File: config.mk
export PLATFORM = sky130hd
export DESIGN_NAME = rpbs_scan
export DESIGN_NICKNAME = d
export VERILOG_FILES = /design/src/inc/rpbs_pkg.sv /design/src/core/rpbs_sync.sv /design/src/core/rpbs_scan.sv
export SDC_FILE = /design/constraint.sdc
export NUM_CORES = 1
export LEC_CHECK = 0
export BUFFER_PORTS_ARGS = -buffer_cell sky130_fd_sc_hd__buf_2
export CORE_MARGIN = 2
export CORE_UTILIZATION = 55
export CTS_BUF_LIST = sky130_fd_sc_hd__clkbuf_4
export DETAILED_ROUTE_END_ITERATION = 8
export PLACE_DENSITY_LB_ADDON = 0.15
export SLEW_MARGIN = 10
export SYNTH_ARGS = -nofsm -noshare
export SYNTH_HDL_FRONTEND = slang
export SYNTH_SLANG_ARGS = --single-unit
File: constraint.sdc
create_clock -name sys_clk -period 2.15 [get_ports sys_clk]
set_clock_uncertainty 0.15 [all_clocks]
set_input_delay 0.3225 -clock sys_clk [delete_from_list [all_inputs] [get_ports sys_clk]]
set_output_delay 0.3225 -clock sys_clk [all_outputs]
set_load 0.05 [all_outputs]
File: src/inc/rpbs_pkg.sv
// constants and types for the memory pin boundary scan block
package rpbs_pkg;
    // chain length, one cell per monitored pin
    localparam int CHAIN_LEN = 41;
    localparam int ADDR_W = 19;
    localparam int DATA_W = 9;
    // controller timing minima in ns (kept by the controller)
    localparam int SCAN_SETUP_NS = 10;
    localparam int BYPASS_SETUP_NS = 10;
    localparam int SCAN_RECOVERY_NS = 100;
    localparam int SHIFT_SETUP_NS = 10;
    localparam int SHIFT_HOLD_NS = 10;
    localparam int SYS_CLK_NS = 25;
    // cycles at sys_clk, least times rounded up
    localparam int SCAN_RECOVERY_CYC =
        (SCAN_RECOVERY_NS + SYS_CLK_NS - 1) / SYS_CLK_NS;
    // reset values
    localparam logic [CHAIN_LEN-1:0] CHAIN_RST = 41'h000_0000_0000;
    localparam logic SDO_RST = 1'b0;
    // operating states
    typedef enum logic [1:0] {
        RPBS_NORMAL,
        RPBS_SCAN,
        RPBS_BYPASS
    } rpbs_mode_e;
endpackage

File: src/core/rpbs_sync.sv
// two flip-flop synchroniser for a bundle of asynchronous pin levels
`timescale 1ns/10ps
module rpbs_sync #(
    parameter int W = 1
) (
    input wire logic sys_clk,
    input wire logic sys_rst,
    input wire logic [W-1:0] async_in,
    output logic [W-1:0] sync_out
);
    logic [W-1:0] meta_r;
    logic [W-1:0] meta_nxt;
    logic [W-1:0] sync_r;
    logic [W-1:0] sync_nxt;

    // first stage feeds only the second stage
    always_comb begin
        meta_nxt = async_in;
        sync_nxt = meta_r;
    end

    always_ff @(posedge sys_clk) begin
        if (sys_rst) begin
            meta_r <= '0;
            sync_r <= '0;
        end else begin
            meta_r <= meta_nxt;
            sync_r <= sync_nxt;
        end
    end

    assign sync_out = sync_r;
endmodule

File: src/core/rpbs_scan.sv
// boundary scan chain and mode control for the memory pins
`timescale 1ns/10ps
module rpbs_scan
(
    input wire logic sys_clk,
    input wire logic sys_rst,
    input wire logic [rpbs_pkg::ADDR_W-1:0] mem_addr,
    input wire logic [rpbs_pkg::DATA_W-1:0] mem_din,
    input wire logic [rpbs_pkg::DATA_W-1:0] mem_dout,
    input wire logic mem_chip_en_n,
    input wire logic mem_out_en_n,
    input wire logic mem_write_en_n,
    input wire logic mem_clk,
    input wire logic scan_clk,
    input wire logic scan_capture_block,
    input wire logic scan_serial_in,
    output logic scan_serial_out,
    output logic scan_active,
    output logic bypass_active
);
    import rpbs_pkg::*;

    localparam int NSYNC = ADDR_W + 2 * DATA_W + 7;

    logic [NSYNC-1:0] raw_in;
    logic [NSYNC-1:0] syn;
    logic [ADDR_W-1:0] a_s;
    logic [DATA_W-1:0] d_s;
    logic [DATA_W-1:0] q_s;
    logic e_s, g_s, w_s, k_s, sck_s, se_s, sdi_s;

    // pins only observed, never driven, so memory use is untouched
    assign raw_in = {mem_addr, mem_din, mem_dout, mem_chip_en_n,
                     mem_out_en_n, mem_write_en_n, mem_clk, scan_clk,
                     scan_capture_block, scan_serial_in};

    rpbs_sync #(.W(NSYNC)) u_sync (
        .sys_clk(sys_clk),
        .sys_rst(sys_rst),
        .async_in(raw_in),
        .sync_out(syn)
    );

    assign {a_s, d_s, q_s, e_s, g_s, w_s, k_s, sck_s, se_s, sdi_s} = syn;

    // builds the captured word; bit 40 is shifted out first
    function automatic logic [CHAIN_LEN-1:0] pin_word(
        input logic [ADDR_W-1:0] a,
        input logic [DATA_W-1:0] d,
        input logic [DATA_W-1:0] q,
        input logic e,
        input logic g,
        input logic w,
        input logic k
    );
        pin_word = {a[6], a[4], a[2], a[0],
                    d[8], q[8], d[6], q[6], d[4], q[4], d[2], q[2],
                    d[0], q[0], a[18], a[1], a[3], a[5], a[7], a[8],
                    a[9], a[10], a[11], a[12], a[13],
                    q[1], d[1], q[3], d[3], q[5], d[5], q[7], d[7],
                    a[15], a[16], a[14], a[17], e, g, w, k};
    endfunction

    // delayed copies of the synchronised clocks for edge detection;
    // only the second synchroniser stage is ever read here
    logic sck_d_r;
    logic sck_d_nxt;
    logic k_d_r;
    logic k_d_nxt;
    logic sck_rise;
    logic sck_fall;
    logic k_rise;

    // one-cycle pulse on a low to high step, so an edge acts only once;
    // swapping the arguments turns it into a falling edge detector
    function automatic logic edge_up(input logic cur, input logic prev);
        edge_up = cur & ~prev;
    endfunction

    // all three edges come through the same two flops, so they line up
    assign sck_rise = edge_up(sck_s, sck_d_r);
    assign sck_fall = edge_up(sck_d_r, sck_s);
    assign k_rise = edge_up(k_s, k_d_r);

    // edge detector next state
    always_comb begin
        sck_d_nxt = sck_s;
        k_d_nxt = k_s;
    end

    // idle level of both clocks is low, so no false edge after reset
    always_ff @(posedge sys_clk) begin
        if (sys_rst) begin
            sck_d_r <= 1'b0;
            k_d_r <= 1'b0;
        end else begin
            sck_d_r <= sck_d_nxt;
            k_d_r <= k_d_nxt;
        end
    end

    // captured_r marks a capture that no shift or scan clock rise with enable high has followed
    rpbs_mode_e mode_r, mode_nxt;
    logic [CHAIN_LEN-1:0] chain_r, chain_nxt;
    logic captured_r, captured_nxt;
    logic byp_bit_r, byp_bit_nxt;
    logic sdo_r, sdo_nxt;
    logic scan_act_r, scan_act_nxt;
    logic byp_act_r, byp_act_nxt;

    // mode, chain and serial output next-state logic
    always_comb begin
        mode_nxt = mode_r;
        chain_nxt = chain_r;
        captured_nxt = captured_r;
        byp_bit_nxt = byp_bit_r;
        sdo_nxt = sdo_r;
        case (mode_r)
            RPBS_NORMAL: begin
                captured_nxt = 1'b0;
                if (sck_rise && !se_s) begin
                    // first rise: capture now; bypass is told apart later
                    chain_nxt = pin_word(a_s, d_s, q_s, e_s, g_s, w_s,
                                         k_s);
                    captured_nxt = 1'b1;
                    byp_bit_nxt = sdi_s;
                    mode_nxt = RPBS_SCAN;
                end
            end
            RPBS_SCAN: begin
                if (sck_fall && se_s) begin
                    // shift; serial in fills the far end
                    sdo_nxt = chain_r[CHAIN_LEN-1];
                    chain_nxt = {chain_r[CHAIN_LEN-2:0], sdi_s};
                    captured_nxt = 1'b0;
                end else if (sck_fall && !se_s && captured_r) begin
                    // fall after capture with enable still low: bypass
                    sdo_nxt = byp_bit_r;
                    mode_nxt = RPBS_BYPASS;
                end else if (sck_rise && se_s) begin
                    captured_nxt = 1'b0;
                end else if (sck_rise && !se_s && !captured_r) begin
                    // enable low again after shifting: bypass sample
                    byp_bit_nxt = sdi_s;
                    mode_nxt = RPBS_BYPASS;
                end
            end
            RPBS_BYPASS: begin
                if (sck_rise) begin
                    byp_bit_nxt = sdi_s;
                end else if (sck_fall) begin
                    sdo_nxt = byp_bit_r;
                end
            end
            default: begin
                mode_nxt = RPBS_NORMAL;
            end
        endcase
        // memory clock rise with both scan pins low ends scan or bypass;
        // the serial output keeps its last value across the return
        if (k_rise && !sck_s && !se_s) begin
            mode_nxt = RPBS_NORMAL;
            captured_nxt = 1'b0;
        end
    end

    // status flags follow the next mode, so they change together with
    // the mode register and not a cycle after it
    always_comb begin
        scan_act_nxt = (mode_nxt == RPBS_SCAN);
        byp_act_nxt = (mode_nxt == RPBS_BYPASS);
    end

    // status registers drive the status pins directly
    always_ff @(posedge sys_clk) begin
        if (sys_rst) begin
            scan_act_r <= 1'b0;
            byp_act_r <= 1'b0;
        end else begin
            scan_act_r <= scan_act_nxt;
            byp_act_r <= byp_act_nxt;
        end
    end

    // registers for the whole scan state
    always_ff @(posedge sys_clk) begin
        if (sys_rst) begin
            mode_r <= RPBS_NORMAL;
            chain_r <= CHAIN_RST;
            captured_r <= 1'b0;
            byp_bit_r <= 1'b0;
            sdo_r <= SDO_RST;
        end else begin
            mode_r <= mode_nxt;
            chain_r <= chain_nxt;
            captured_r <= captured_nxt;
            byp_bit_r <= byp_bit_nxt;
            sdo_r <= sdo_nxt;
        end
    end

    // outputs straight from flip-flops
    assign scan_serial_out = sdo_r;
    assign scan_active = scan_act_r;
    assign bypass_active = byp_act_r;
endmodule

; ---- After elaboration in Yosys (flattened, before gate mapping)
; Cells that the tools add are included.
[word_totals]
input_bits = 46
elab_cells = 80
reg_bits = 138
out_inout_bits = 3
[op_classes]
muxes = 27
reduce_logical = 20
n_eq_ne = 16
bitwise_logic = 6
[op_table]
columns = op, count
row1 = 41-bit 2-to-1 mux, 2
row2 = 41-bit case mux with 2 select lines, 1
row3 = "2-bit != test, second input constant", 9
row4 = 1-bit 2-to-1 mux, 14
row5 = 2-bit 2-to-1 mux, 6
row6 = "3-bit != test, second input constant", 3
row7 = 1-bit logical AND, 8
row8 = 7-bit AND reduction, 1
row9 = 2-bit case mux with 3 select lines, 1
row10 = 3-bit AND reduction, 2
row11 = "2-bit by 1-bit == test with 1-bit output, second input constant", 2
row12 = "2-bit == test, second input constant", 2
row13 = 1-bit case mux with 2 select lines, 2
row14 = 4-bit AND reduction, 1
row15 = 2-bit nonzero test, 2
row16 = 1-bit AND, 3
row17 = 1-bit zero test, 3
row18 = 1-bit inverter, 3
row19 = 1-bit case mux with 3 select lines, 1
row20 = 3-bit nonzero test, 1
row21 = 2-bit zero test, 1
row22 = 2-bit OR reduction, 1

; ---- Depth between registers and ports, before layout
; Gate-level depths: netlist (run 1).
[depth]
depth_word = 11
depth_mapped = 8
mapped_depth_nobuf = 6

; ---- By module
; Synthesis (run 1) repeated with hierarchy kept, for this count alone.
[hier_totals]
hier_cells = 431
area_unflattened_um2 = 4994.8
[by_module_without_submodules]
columns = module, seq_area_each_um2, n_inst, cells_per_inst, area_each_um2
row1 = rpbs_scan, 1001.0, 1, 246, 2622.5
row2 = rpbs_sync, 1761.7, 1, 185, 2372.3

; ---- Least setup slack after synthesis (run 1)
; No wires, ideal clock.
[synth_timing]
path_type = reg2reg
startpoint = reg mode_r[0]
endpoint = reg chain_r[35]
arrival_ns = 1.592
path_stages_with_launch = 8
synth_period_minus_slack_ns = 1.829
setup_time_ns = 0.087
slack_ns = 0.321
path_buffers = 2
required_ns = 1.913
path_cell_list = dfxtp_1 > inv_1 > ha_1 > nor2b_1 > a32o_2 > buf_6 > buf_4 > a211oi_1
[synth_between]
elab_chain_cells = 3
elab_cells_between_ends = 7
classes_between = 3 x eq/ne / 1 x mux / 3 x reduce/logical
[synth_rtl]
columns = element, line
row1 = from (decl), rpbs_scan.sv:103  ; rpbs_mode_e mode_r, mode_nxt;
row2 = from (signal assigned), rpbs_scan.sv:194  ; mode_r <= mode_nxt;
row3 = 2-bit by 1-bit == test with 1-bit output / 2-bit zero test (equally long branches), rpbs_scan.sv:118  ; case (mode_r)
row4 = 2-bit != test (no source line) / 2-bit nonzero test (equally long branches), n/a
row5 = 3-bit AND reduction (no source line), n/a
row6 = to (signal assigned), rpbs_scan.sv:195  ; chain_r <= chain_nxt;
row7 = to (decl), rpbs_scan.sv:104  ; logic [CHAIN_LEN-1:0] chain_r, chain_nxt;
; Parallel ways exist; a longest one is shown, timed or not.
; A chain may end at the register's enable or synchronous reset.

; ---- Final worst setup path (run 1)
[layout_timing]
startpoint = reg mode_r[0]
endpoint = reg chain_r[4]
; The elaborated chain is that of the path after synthesis.

==> results.yml, run 1 <==
outcome:
  run_status: "complete, no violations"
synth:
  netlist-cell-type-count: 34
  synth_area_leaders: "dfxtp_1 56%, nor2b_1 12%, a211oi_2 9.8%"
  yosys_warnings: 0
  syn_inst: 432
  ys_seq_elements: 138
  synth_nets: 483
  synth_top_area_share: 0.556
  syn_area_um2: 4970
  yosysTopAreaCell: "dfxtp_1"
  syn_avg_cell_area_um2: 11.5
  seq_area_frac_synth: 0.556
critical_path:
  setup.worst_path.class: "reg -> reg"
  r2r_setup_slack_ps: 140
  cp_data_required_time_ps: 2370
  worstSetupStartpointType: "register"
  cp.arrival_ps: 2230
  r2r-start: "mode_r[0]$_SDFF_PP0_"
  endpoint_kind: "register"
  reg2reg_depth: 8
  cp_max_fo: 20
  rr_endpoint: "chain_r[4]$_SDFFE_PP0P_"
detailed_routing:
  firstDrtPassIters: 6
  wirelength_um: 7870
  antenna_left: 0
  wl_per_cell_um: 12.2
  vias_per_cell: 4.84
  route.vias.total: 3130
  drc_errors: 0
  drt_iter0_markers: 68
final_layout:
  num_antenna_cells: 0
  final_cell_mix: "136 x dfxtp_1, 96 x nor2b_1, 47 x buf_2"
  final_area_um2: 6140
  seq_area_um2: 2770
  drive_gt1_frac: 0.278
  syn2layout_area_growth_pct: 23.5
  fin_cells: 647
  multiInputGateArea_um2: 2040
  fin_nets: 577
  n_fill_cell: 627
  layout.cells.most_common: "dfxtp_1"
place:
  dp.cells: 568
  io_buffers: 48
  dpl.hpwl_um: 4660
  gp_congestion: 0.835
  dpl_cell_area_um2: 5330
clocking:
  clockBufferDepth: 2
  htree_levels: 4
  cts_tree: "built"
  cts-root-buf: "clkbuf_4"
  clock_sinks: 138
  clk_pin_slew_ps: 130
  clk_latency_ps: 500
  cts_buffers: 17
grt:
  antenna_found_initial: 0
  grt_pass1_vias: 3130
  grt_use_total: 0.175
  grt_max_degree: 46
  grt_overflow_total: 0
  grt_pass1_wl_um: 13700
worst_hold_path:
  hp-class: "in -> reg"
  min_delay_path_depth: 2
  hold-path-endpoint: "u_sync.sync_out[26]$_SDFF_PP0_"
  hp-start: "sys_rst"
pwr:
  irDropWorstVdd_mv: 0.500
  p_total_mw: 5.10
  leakage_nw: 2.28
  powerDensity_nw_per_um2: 831
die:
  initial_core_util: 0.567
  num_rows: 34
  core_area_um2: 8760
  die_area_um2: 9820
  die_h_um: 99.1
  floorplan.die.width_um: 99.1
  ios: 49
timing:
  finalSetupViolCount: 0
  fin_crit_sh: 0.933
  fmax_mhz: 499
  fin_hold_ws_ps: 73.1
  timing.slew.headroom: 0.709
  worstMarginPinSlew_ps: 437
  report.final.slew_viol_count: 0
  hold_viol: 0
  period_needed_ps: 2010
  rsz0062_at_grt: "no"
  setup_tns_ps: 0
job:
  maxCapViolations: 0
-- cells in the mapped netlist, drive strengths merged --
master / number
a2111oi: 1
a211o: 1
a211oi: 42
a21oi: 2
a311o: 1
a311oi: 1
a31oi: 3
a32o: 1
and2: 1
and3: 2
buf: 15
clkbuf: 15
dfxtp: 138
ha: 5
inv: 3
mux2i: 42
nand2: 4
nand2b: 3
nand4b: 1
nor2: 44
nor2b: 97
nor3: 2
nor3b: 2
nor4b: 2
o21ai: 2
o21ba: 1
o31ai: 1
-- metal layers --
metal  global-route usage  part of all wire
met2                0.298              0.51
met3               0.0702             0.036
met5                    0                 0
met1                0.201              0.44
met4               0.0569            0.0088
-- power breakdown --
group | switching, mW | internal (mW) | total, mW | leakage [nW]
Clock | 0.922 | 0.967 | 1.89 | 0.179
Combinational | 0.224 | 0.256 | 0.481 | 0.963
Sequential | 0.0513 | 2.68 | 2.73 | 1.14
Total | 1.20 | 3.91 | 5.10 | 2.28
-- critical path: stages (launching register included) --
cell,delay [ps]
dfxtp_2,400
inv_1,90
ha_1,280
nor2b_1,170
a32o_4,310
buf_12,150
buf_12,150
nor2_1,130
a211oi_2,60
-- how the worst max path moves through the flow --
stage,slack (ps),from,to,depth (start not counted)
floorplan,320,mode_r[0]$_SDFF_PP0_,chain_r[35]$_SDFFE_PP0P_,7
global placement,180,mode_r[0]$_SDFF_PP0_,chain_r[34]$_SDFFE_PP0P_,7
detailed placement,80,mode_r[1]$_SDFF_PP0_,chain_r[34]$_SDFFE_PP0P_,7
CTS,50,mode_r[1]$_SDFF_PP0_,chain_r[34]$_SDFFE_PP0P_,7
global route,60,mode_r[0]$_SDFF_PP0_,chain_r[1]$_SDFFE_PP0P_,8
finish,140,mode_r[0]$_SDFF_PP0_,chain_r[4]$_SDFFE_PP0P_,8
-- kinds of logic after synthesis --
group                    after synthesis  share of synthesized area
adder cells (fa/ha/maj)                5                     0.0126
buffers and inverters                 33                     0.0370
flip-flops                           138                      0.556
AO/OA/AOI/OAI                         56                      0.124
multiplexers                          42                     0.0845
AND/OR/NAND/NOR                      158                      0.187
-- flip-flops by register name (all words and copies together) (netlist names), 2 cells and up --
| register | cells |
|---|---|
| u_sync.meta_r | 44 |
| u_sync.sync_out | 44 |
| chain_r | 41 |
| mode_r | 2 |
-- per-stage QoR --
step                      utilization  worst slack, ps
after floorplan                     -              321
after global placement          0.608              179
after detailed placement        0.608             81.2
after CTS                       0.696             45.6
after global routing            0.701             59.2
final                           0.701              144
-- area by class of cell --
class                           instances  area share
Sequential cell                       138       0.450
Multi-Input combinational cell        261       0.332
Timing Repair Buffer                  105       0.139
Clock inverter                         13      0.0314
Clock buffer                           19      0.0232
Tap cell                              108      0.0220
Inverter                                3     0.00183
-- what timing repair did --
action	CTS	global route
hold endpoints to repair	44	0
endpoints found under the setup margin	0	32
gates resized for setup	0	2
hold buffers	44	0
setup buffers	0	3
No activity file was read; power rests on OpenSTA's default activity.
==> inputs of run 2 (changes only) <==
--- a/config.mk
+++ b/config.mk
@@ -14,4 +14,5 @@
 export SLEW_MARGIN = 10
 export SYNTH_ARGS = -nofsm -noshare
 export SYNTH_HDL_FRONTEND = slang
+export SYNTH_HIERARCHICAL = 1
 export SYNTH_SLANG_ARGS = --single-unit
==> run 2 against run 1 <==
Die area increased by 0.43%. Area after synthesis increased by 0.45%. Via count increased by 0.83%. Worst setup slack got worse by 1.8 ps. Critical path type unchanged. Largest cell class unchanged.
==> results.yml, run 2 <==
detailed_routing:
  firstDrtPassIters: 5
  drc_errors: 0
  wirelength_um: 7830
  drt_iter0_markers: 79
  vias_per_cell: 4.88
  route.vias.total: 3156
  wl_per_cell_um: 12.1
  antenna_left: 0
critical_path:
  cp_data_required_time_ps: 2450
  reg2reg_depth: 7
  setup.worst_path.class: "reg -> reg"
  cp_max_fo: 33
  endpoint_kind: "register"
  cp.arrival_ps: 2310
  worstSetupStartpointType: "register"
timing:
  report.final.slew_viol_count: 0
  setup_tns_ps: 0
  fin_hold_ws_ps: 293
  rsz0062_at_grt: "no"
  fmax_mhz: 498
  finalSetupViolCount: 0
  worstMarginPinSlew_ps: 400
  fin_crit_sh: 0.934
  timing.slew.headroom: 0.730
  layout_setup_ws_ps: 142
  period_needed_ps: 2010
  hold_viol: 0
final_layout:
  fin_nets: 577
  num_antenna_cells: 0
  final_area_um2: 6130
  final_cell_mix: "137 x dfxtp_1, 96 x nor2b_1, 47 x dlygate4sd3_1, 47 x buf_2, 42 x mux2i_1"
  syn2layout_area_growth_pct: 22.7
  layout.cells.most_common: "dfxtp_1"
  drive_gt1_frac: 0.267
die:
  num_rows: 34
  ios: 49
  die_area_um2: 9860
  initial_core_util: 0.570
  floorplan.die.width_um: 99.3
  die_h_um: 99.3
  core_area_um2: 8760
place:
  place_ws_ps: 148
  io_buffers: 48
  dpl_cell_area_um2: 5300
  gp_congestion: 0.858
  dpl.hpwl_um: 4620
grt:
  grt_use_total: 0.177
  grt_max_degree: 46
  grt_pass1_vias: 3157
  grt_overflow_total: 0
  grt_pass1_wl_um: 13600
  antenna_found_initial: 0
synth:
  dominantRegCellSynth: "dfxtp_1"
  ys_seq_elements: 138
  yosys_warnings: 6
  synth_nets: 482
  yosysTopAreaCell: "dfxtp_1"
  async_flop_share: 0
  synth_edf_count: 0
  seq_area_frac_synth: 0.553
  syn_avg_cell_area_um2: 11.6
  synth_common_cells: "138 x dfxtp_1, 96 x nor2b_1, 42 x mux2i_1"
  netlist-cell-type-count: 35
  syn_area_um2: 4990
  synth_area_leaders: "dfxtp_1 55%, nor2b_1 12%, a211oi_2 9.8%"
  synth_top_area_share: 0.553
  syn_inst: 431
  synth.most_common_cell: "dfxtp_1"
pwr:
  leakage_nw: 2.28
  p_sw_mw: 1.21
  irDropWorstVdd_mv: 0.489
  p_total_mw: 5.21
  swShare: 0.233
  power_frac_comb: 0.091
  seqPwrFrac: 0.525
  powerDensity_nw_per_um2: 850
  internal-power_mw: 4.00
  share_clk_of_total_power: 0.384
clocking:
  cts_tree: "built"
  clk_latency_ps: 520
  cts_buffers: 17
  htree_levels: 4
  clock_sinks: 138
  clockBufferDepth: 2
  clk_pin_slew_ps: 120
  cts-root-buf: "clkbuf_4"
worst_hold_path:
  hp-class: "reg -> reg"
  min_delay_path_depth: 1
job:
  maxCapViolations: 0
outcome:
  run_status: "complete, no violations"
==> run 2: worst max-delay path, stage by stage, from the launching register on <==
cell,delay [ps]
dfxtp_1,450
inv_1,100
ha_1,280
nor2b_1,170
a32o_4,280
buf_12,220
nor2_1,80
a211oi_2,200
==> run 2: cell type report <==
class                   count  area [um^2]
flip-flops and latches    138         2760
fillers                   651         2640
multi-input cells         261         2020
repair buffers            105          838
clock inverters            14          221
clock buffers              18          135
well taps                 108          135
inverters                   3         11.3
==> run 2: power groups by stage <==
stage | logic, mW | clock network [mW] | registers [mW]
after floorplan | 0.318 | 0 | 2.79
after global placement | 0.399 | 0 | 2.79
after detailed placement | 0.410 | 0 | 2.79
after CTS | 0.476 | 2.05 | 2.73
after global routing | 0.524 | 2.17 | 2.75
final | 0.473 | 2.00 | 2.73
==> run 2: logic make-up after synthesis <==
group / after synthesis / share of synthesized area
flops: 138 / 0.553
simple gates: 158 / 0.183
buf+inv: 32 / 0.0448
fa+ha+maj: 5 / 0.0125
mux: 42 / 0.0842
compound gates: 56 / 0.123
==> run 2: final timing paths <==
check,from,end,slack [ps]
worst min register to register,u_sync/meta_r[43]$_SDFF_PP0_,u_sync/sync_out[43]$_SDFF_PP0_,290
worst max-delay path,mode_r[1]$_SDFF_PP0_,chain_r[24]$_SDFFE_PP0P_,140
worst min-delay path,u_sync/meta_r[43]$_SDFF_PP0_,u_sync/sync_out[43]$_SDFF_PP0_,290
worst max register to register,mode_r[1]$_SDFF_PP0_,chain_r[24]$_SDFFE_PP0P_,140
==> run 2: stage by stage <==
step | utilization | std cells
floorplan | - | 431
global placement | 0.605 | 568
detailed placement | 0.605 | 568
CTS | 0.699 | 647
global route | 0.699 | 647
finish | 0.699 | 647
==> run 2: per-layer routing <==
layer,routed length (um),GRT usage,part of all wire
met5,0,0,0
met3,310,0.0654,0.040
met2,3960,0.305,0.51
met1,3440,0.190,0.44
met4,119,0.0896,0.015
==> run 2: timing repair <==
item	4_1_cts	5_1_grt
setup buffers	0	0
hold endpoints to repair	47	0
hold buffers	47	0
gates resized for setup	0	1
endpoints found under the setup margin	0	4
==> inputs of run 3 (changes only) <==
--- a/config.mk
+++ b/config.mk
@@ -6,6 +6,7 @@
 export NUM_CORES = 1
 export LEC_CHECK = 0
 export BUFFER_PORTS_ARGS = -buffer_cell sky130_fd_sc_hd__buf_2
+export CORE_ASPECT_RATIO = 0.7
 export CORE_MARGIN = 2
 export CORE_UTILIZATION = 55
 export CTS_BUF_LIST = sky130_fd_sc_hd__clkbuf_4
==> constraint.sdc (replaced) <==
create_clock -name sys_clk -period 2.15 [get_ports sys_clk]
set_clock_uncertainty 0.15 [all_clocks]
set_input_delay 0.1075 -clock sys_clk [delete_from_list [all_inputs] [get_ports sys_clk]]
set_output_delay 0.1075 -clock sys_clk [all_outputs]
set_load 0.05 [all_outputs]
==> run 3 against run 2 <==
Count of clock-buffer cells in the layout up 3. Core utilization down 1.8 points. Maximum frequency up 0.12%. Non-clock buffer count up 7. Sequential share of layout area up 0.38 points. Total power down 12%. Worst hold slack worse by 97 ps. Critical path depth unchanged. Critical path type unchanged. Largest cell class unchanged. Highest routed layer unchanged.
==> results.yml, run 3 (synthesis results as in run 2) <==
grt:
  grt_pass1_vias: 3241
  antenna_found_initial: 0
  grt_max_degree: 69
  grt_pass1_wl_um: 14500
  grt_overflow_total: 0
  grt_use_total: 0.185
detailed_routing:
  vias_per_cell: 4.75
  antenna_left: 0
  drt_iter0_markers: 187
  firstDrtPassIters: 5
  drc_errors: 0
  wl_per_cell_um: 12.5
  wirelength_um: 8340
  route.vias.total: 3164
timing:
  hold_viol: 0
  fin_crit_sh: 0.933
  finalSetupViolCount: 0
  worstMarginPinSlew_ps: 613
  rsz0062_at_grt: "no"
  timing.slew.headroom: 0.592
  report.final.slew_viol_count: 0
  fmax_mhz: 499
  setup_tns_ps: 0
  layout_setup_ws_ps: 145
  period_needed_ps: 2010
clocking:
  clk_pin_slew_ps: 100
  clockBufferDepth: 2
  cts_setup_buffers: 0
  cts_buffers: 17
  cts_tree: "built"
  htree_levels: 4
  clock_sinks: 138
  clk_latency_ps: 490
  cts-root-buf: "clkbuf_4"
die:
  floorplan.die.width_um: 118
  die_area_um2: 9870
  initial_core_util: 0.560
  ios: 49
  core_area_um2: 8930
  die_h_um: 83.7
  num_rows: 29
place:
  dpl.hpwl_um: 4690
  place_ws_ps: 93.1
  io_buffers: 48
  gp_congestion: 0.766
  dp.cells: 583
pwr:
  p_total_mw: 4.60
  leakage_nw: 2.26
  powerDensity_nw_per_um2: 757
  irDropWorstVdd_mv: 0.517
critical_path:
  endpoint_kind: "register"
  worstSetupStartpointType: "register"
  cp_data_required_time_ps: 2420
  setup.worst_path.class: "reg -> reg"
  cp_max_fo: 26
  cp.arrival_ps: 2280
final_layout:
  fin_cells: 666
  n_fill_cell: 673
  num_antenna_cells: 0
  seq_area_um2: 2760
  final_cell_mix: "137 x dfxtp_1, 96 x nor2b_1, 55 x dlygate4sd3_1"
  syn2layout_area_growth_pct: 21.6
  drive_gt1_frac: 0.251
  layout.cells.most_common: "dfxtp_1"
  multiInputGateArea_um2: 2020
  fin_nets: 584
outcome:
  run_status: "complete, no violations"
worst_hold_path:
  hp-class: "in -> reg"
job:
  maxCapViolations: 0
run 3: critical path: stages, from the launching register on:
cell,delay (ps)
dfxtp_1,450
inv_1,100
ha_1,280
nor2b_1,170
a32o_4,310
buf_12,210
nor2_1,80
a211oi_2,180
run 3: metal layers:
metal	global-route usage	part of all wire	wire (um)
met5	0	0	0
met1	0.220	0.48	4030
met4	0.0559	0.0073	61
met2	0.311	0.47	3930
met3	0.0724	0.039	324
run 3: what timing repair did:
action,CTS,global route
endpoints found under the hold margin,64,0
gates resized for setup,0,1
hold buffers,55,0
endpoints found under the setup margin,0,17
run 3: through the flow:
step / util / hold WS (ps) / instance area [um^2]
2_1_floorplan: - / 85.7 / 4990
3_3_place_gp: 0.595 / 164 / 5310
3_5_place_dp: 0.595 / 169 / 5310
4_1_cts: 0.681 / 137 / 6070
5_1_grt: 0.681 / 152 / 6080
6_report: 0.681 / 196 / 6080
run 3: area by class of cell:
type                            instances  area share
Sequential cell                       138       0.455
Tap cell                              124      0.0255
Multi-Input combinational cell        261       0.333
Clock buffer                           21      0.0259
Inverter                                3     0.00185
Clock inverter                          7     0.00906
Timing Repair Buffer                  112       0.150
run 3: final timing paths:
check	startpoint	end	slack, ps	depth (start not counted)
max	mode_r[1]$_SDFF_PP0_	chain_r[23]$_SDFFE_PP0P_	140	7
min	mem_dout[5]	u_sync/meta_r[12]$_SDFF_PP0_	200	3
max reg2reg	mode_r[1]$_SDFF_PP0_	chain_r[23]$_SDFFE_PP0P_	140	7
min reg2reg	u_sync/meta_r[36]$_SDFF_PP0_	u_sync/sync_out[36]$_SDFF_PP0_	280	1
run 3: where the power goes:
part / total (mW) / leakage [nW] / internal [mW] / switching, mW
clock network: 1.38 / 0.125 / 0.582 / 0.798
logic: 0.487 / 0.996 / 0.259 / 0.228
registers: 2.73 / 1.14 / 2.68 / 0.0516
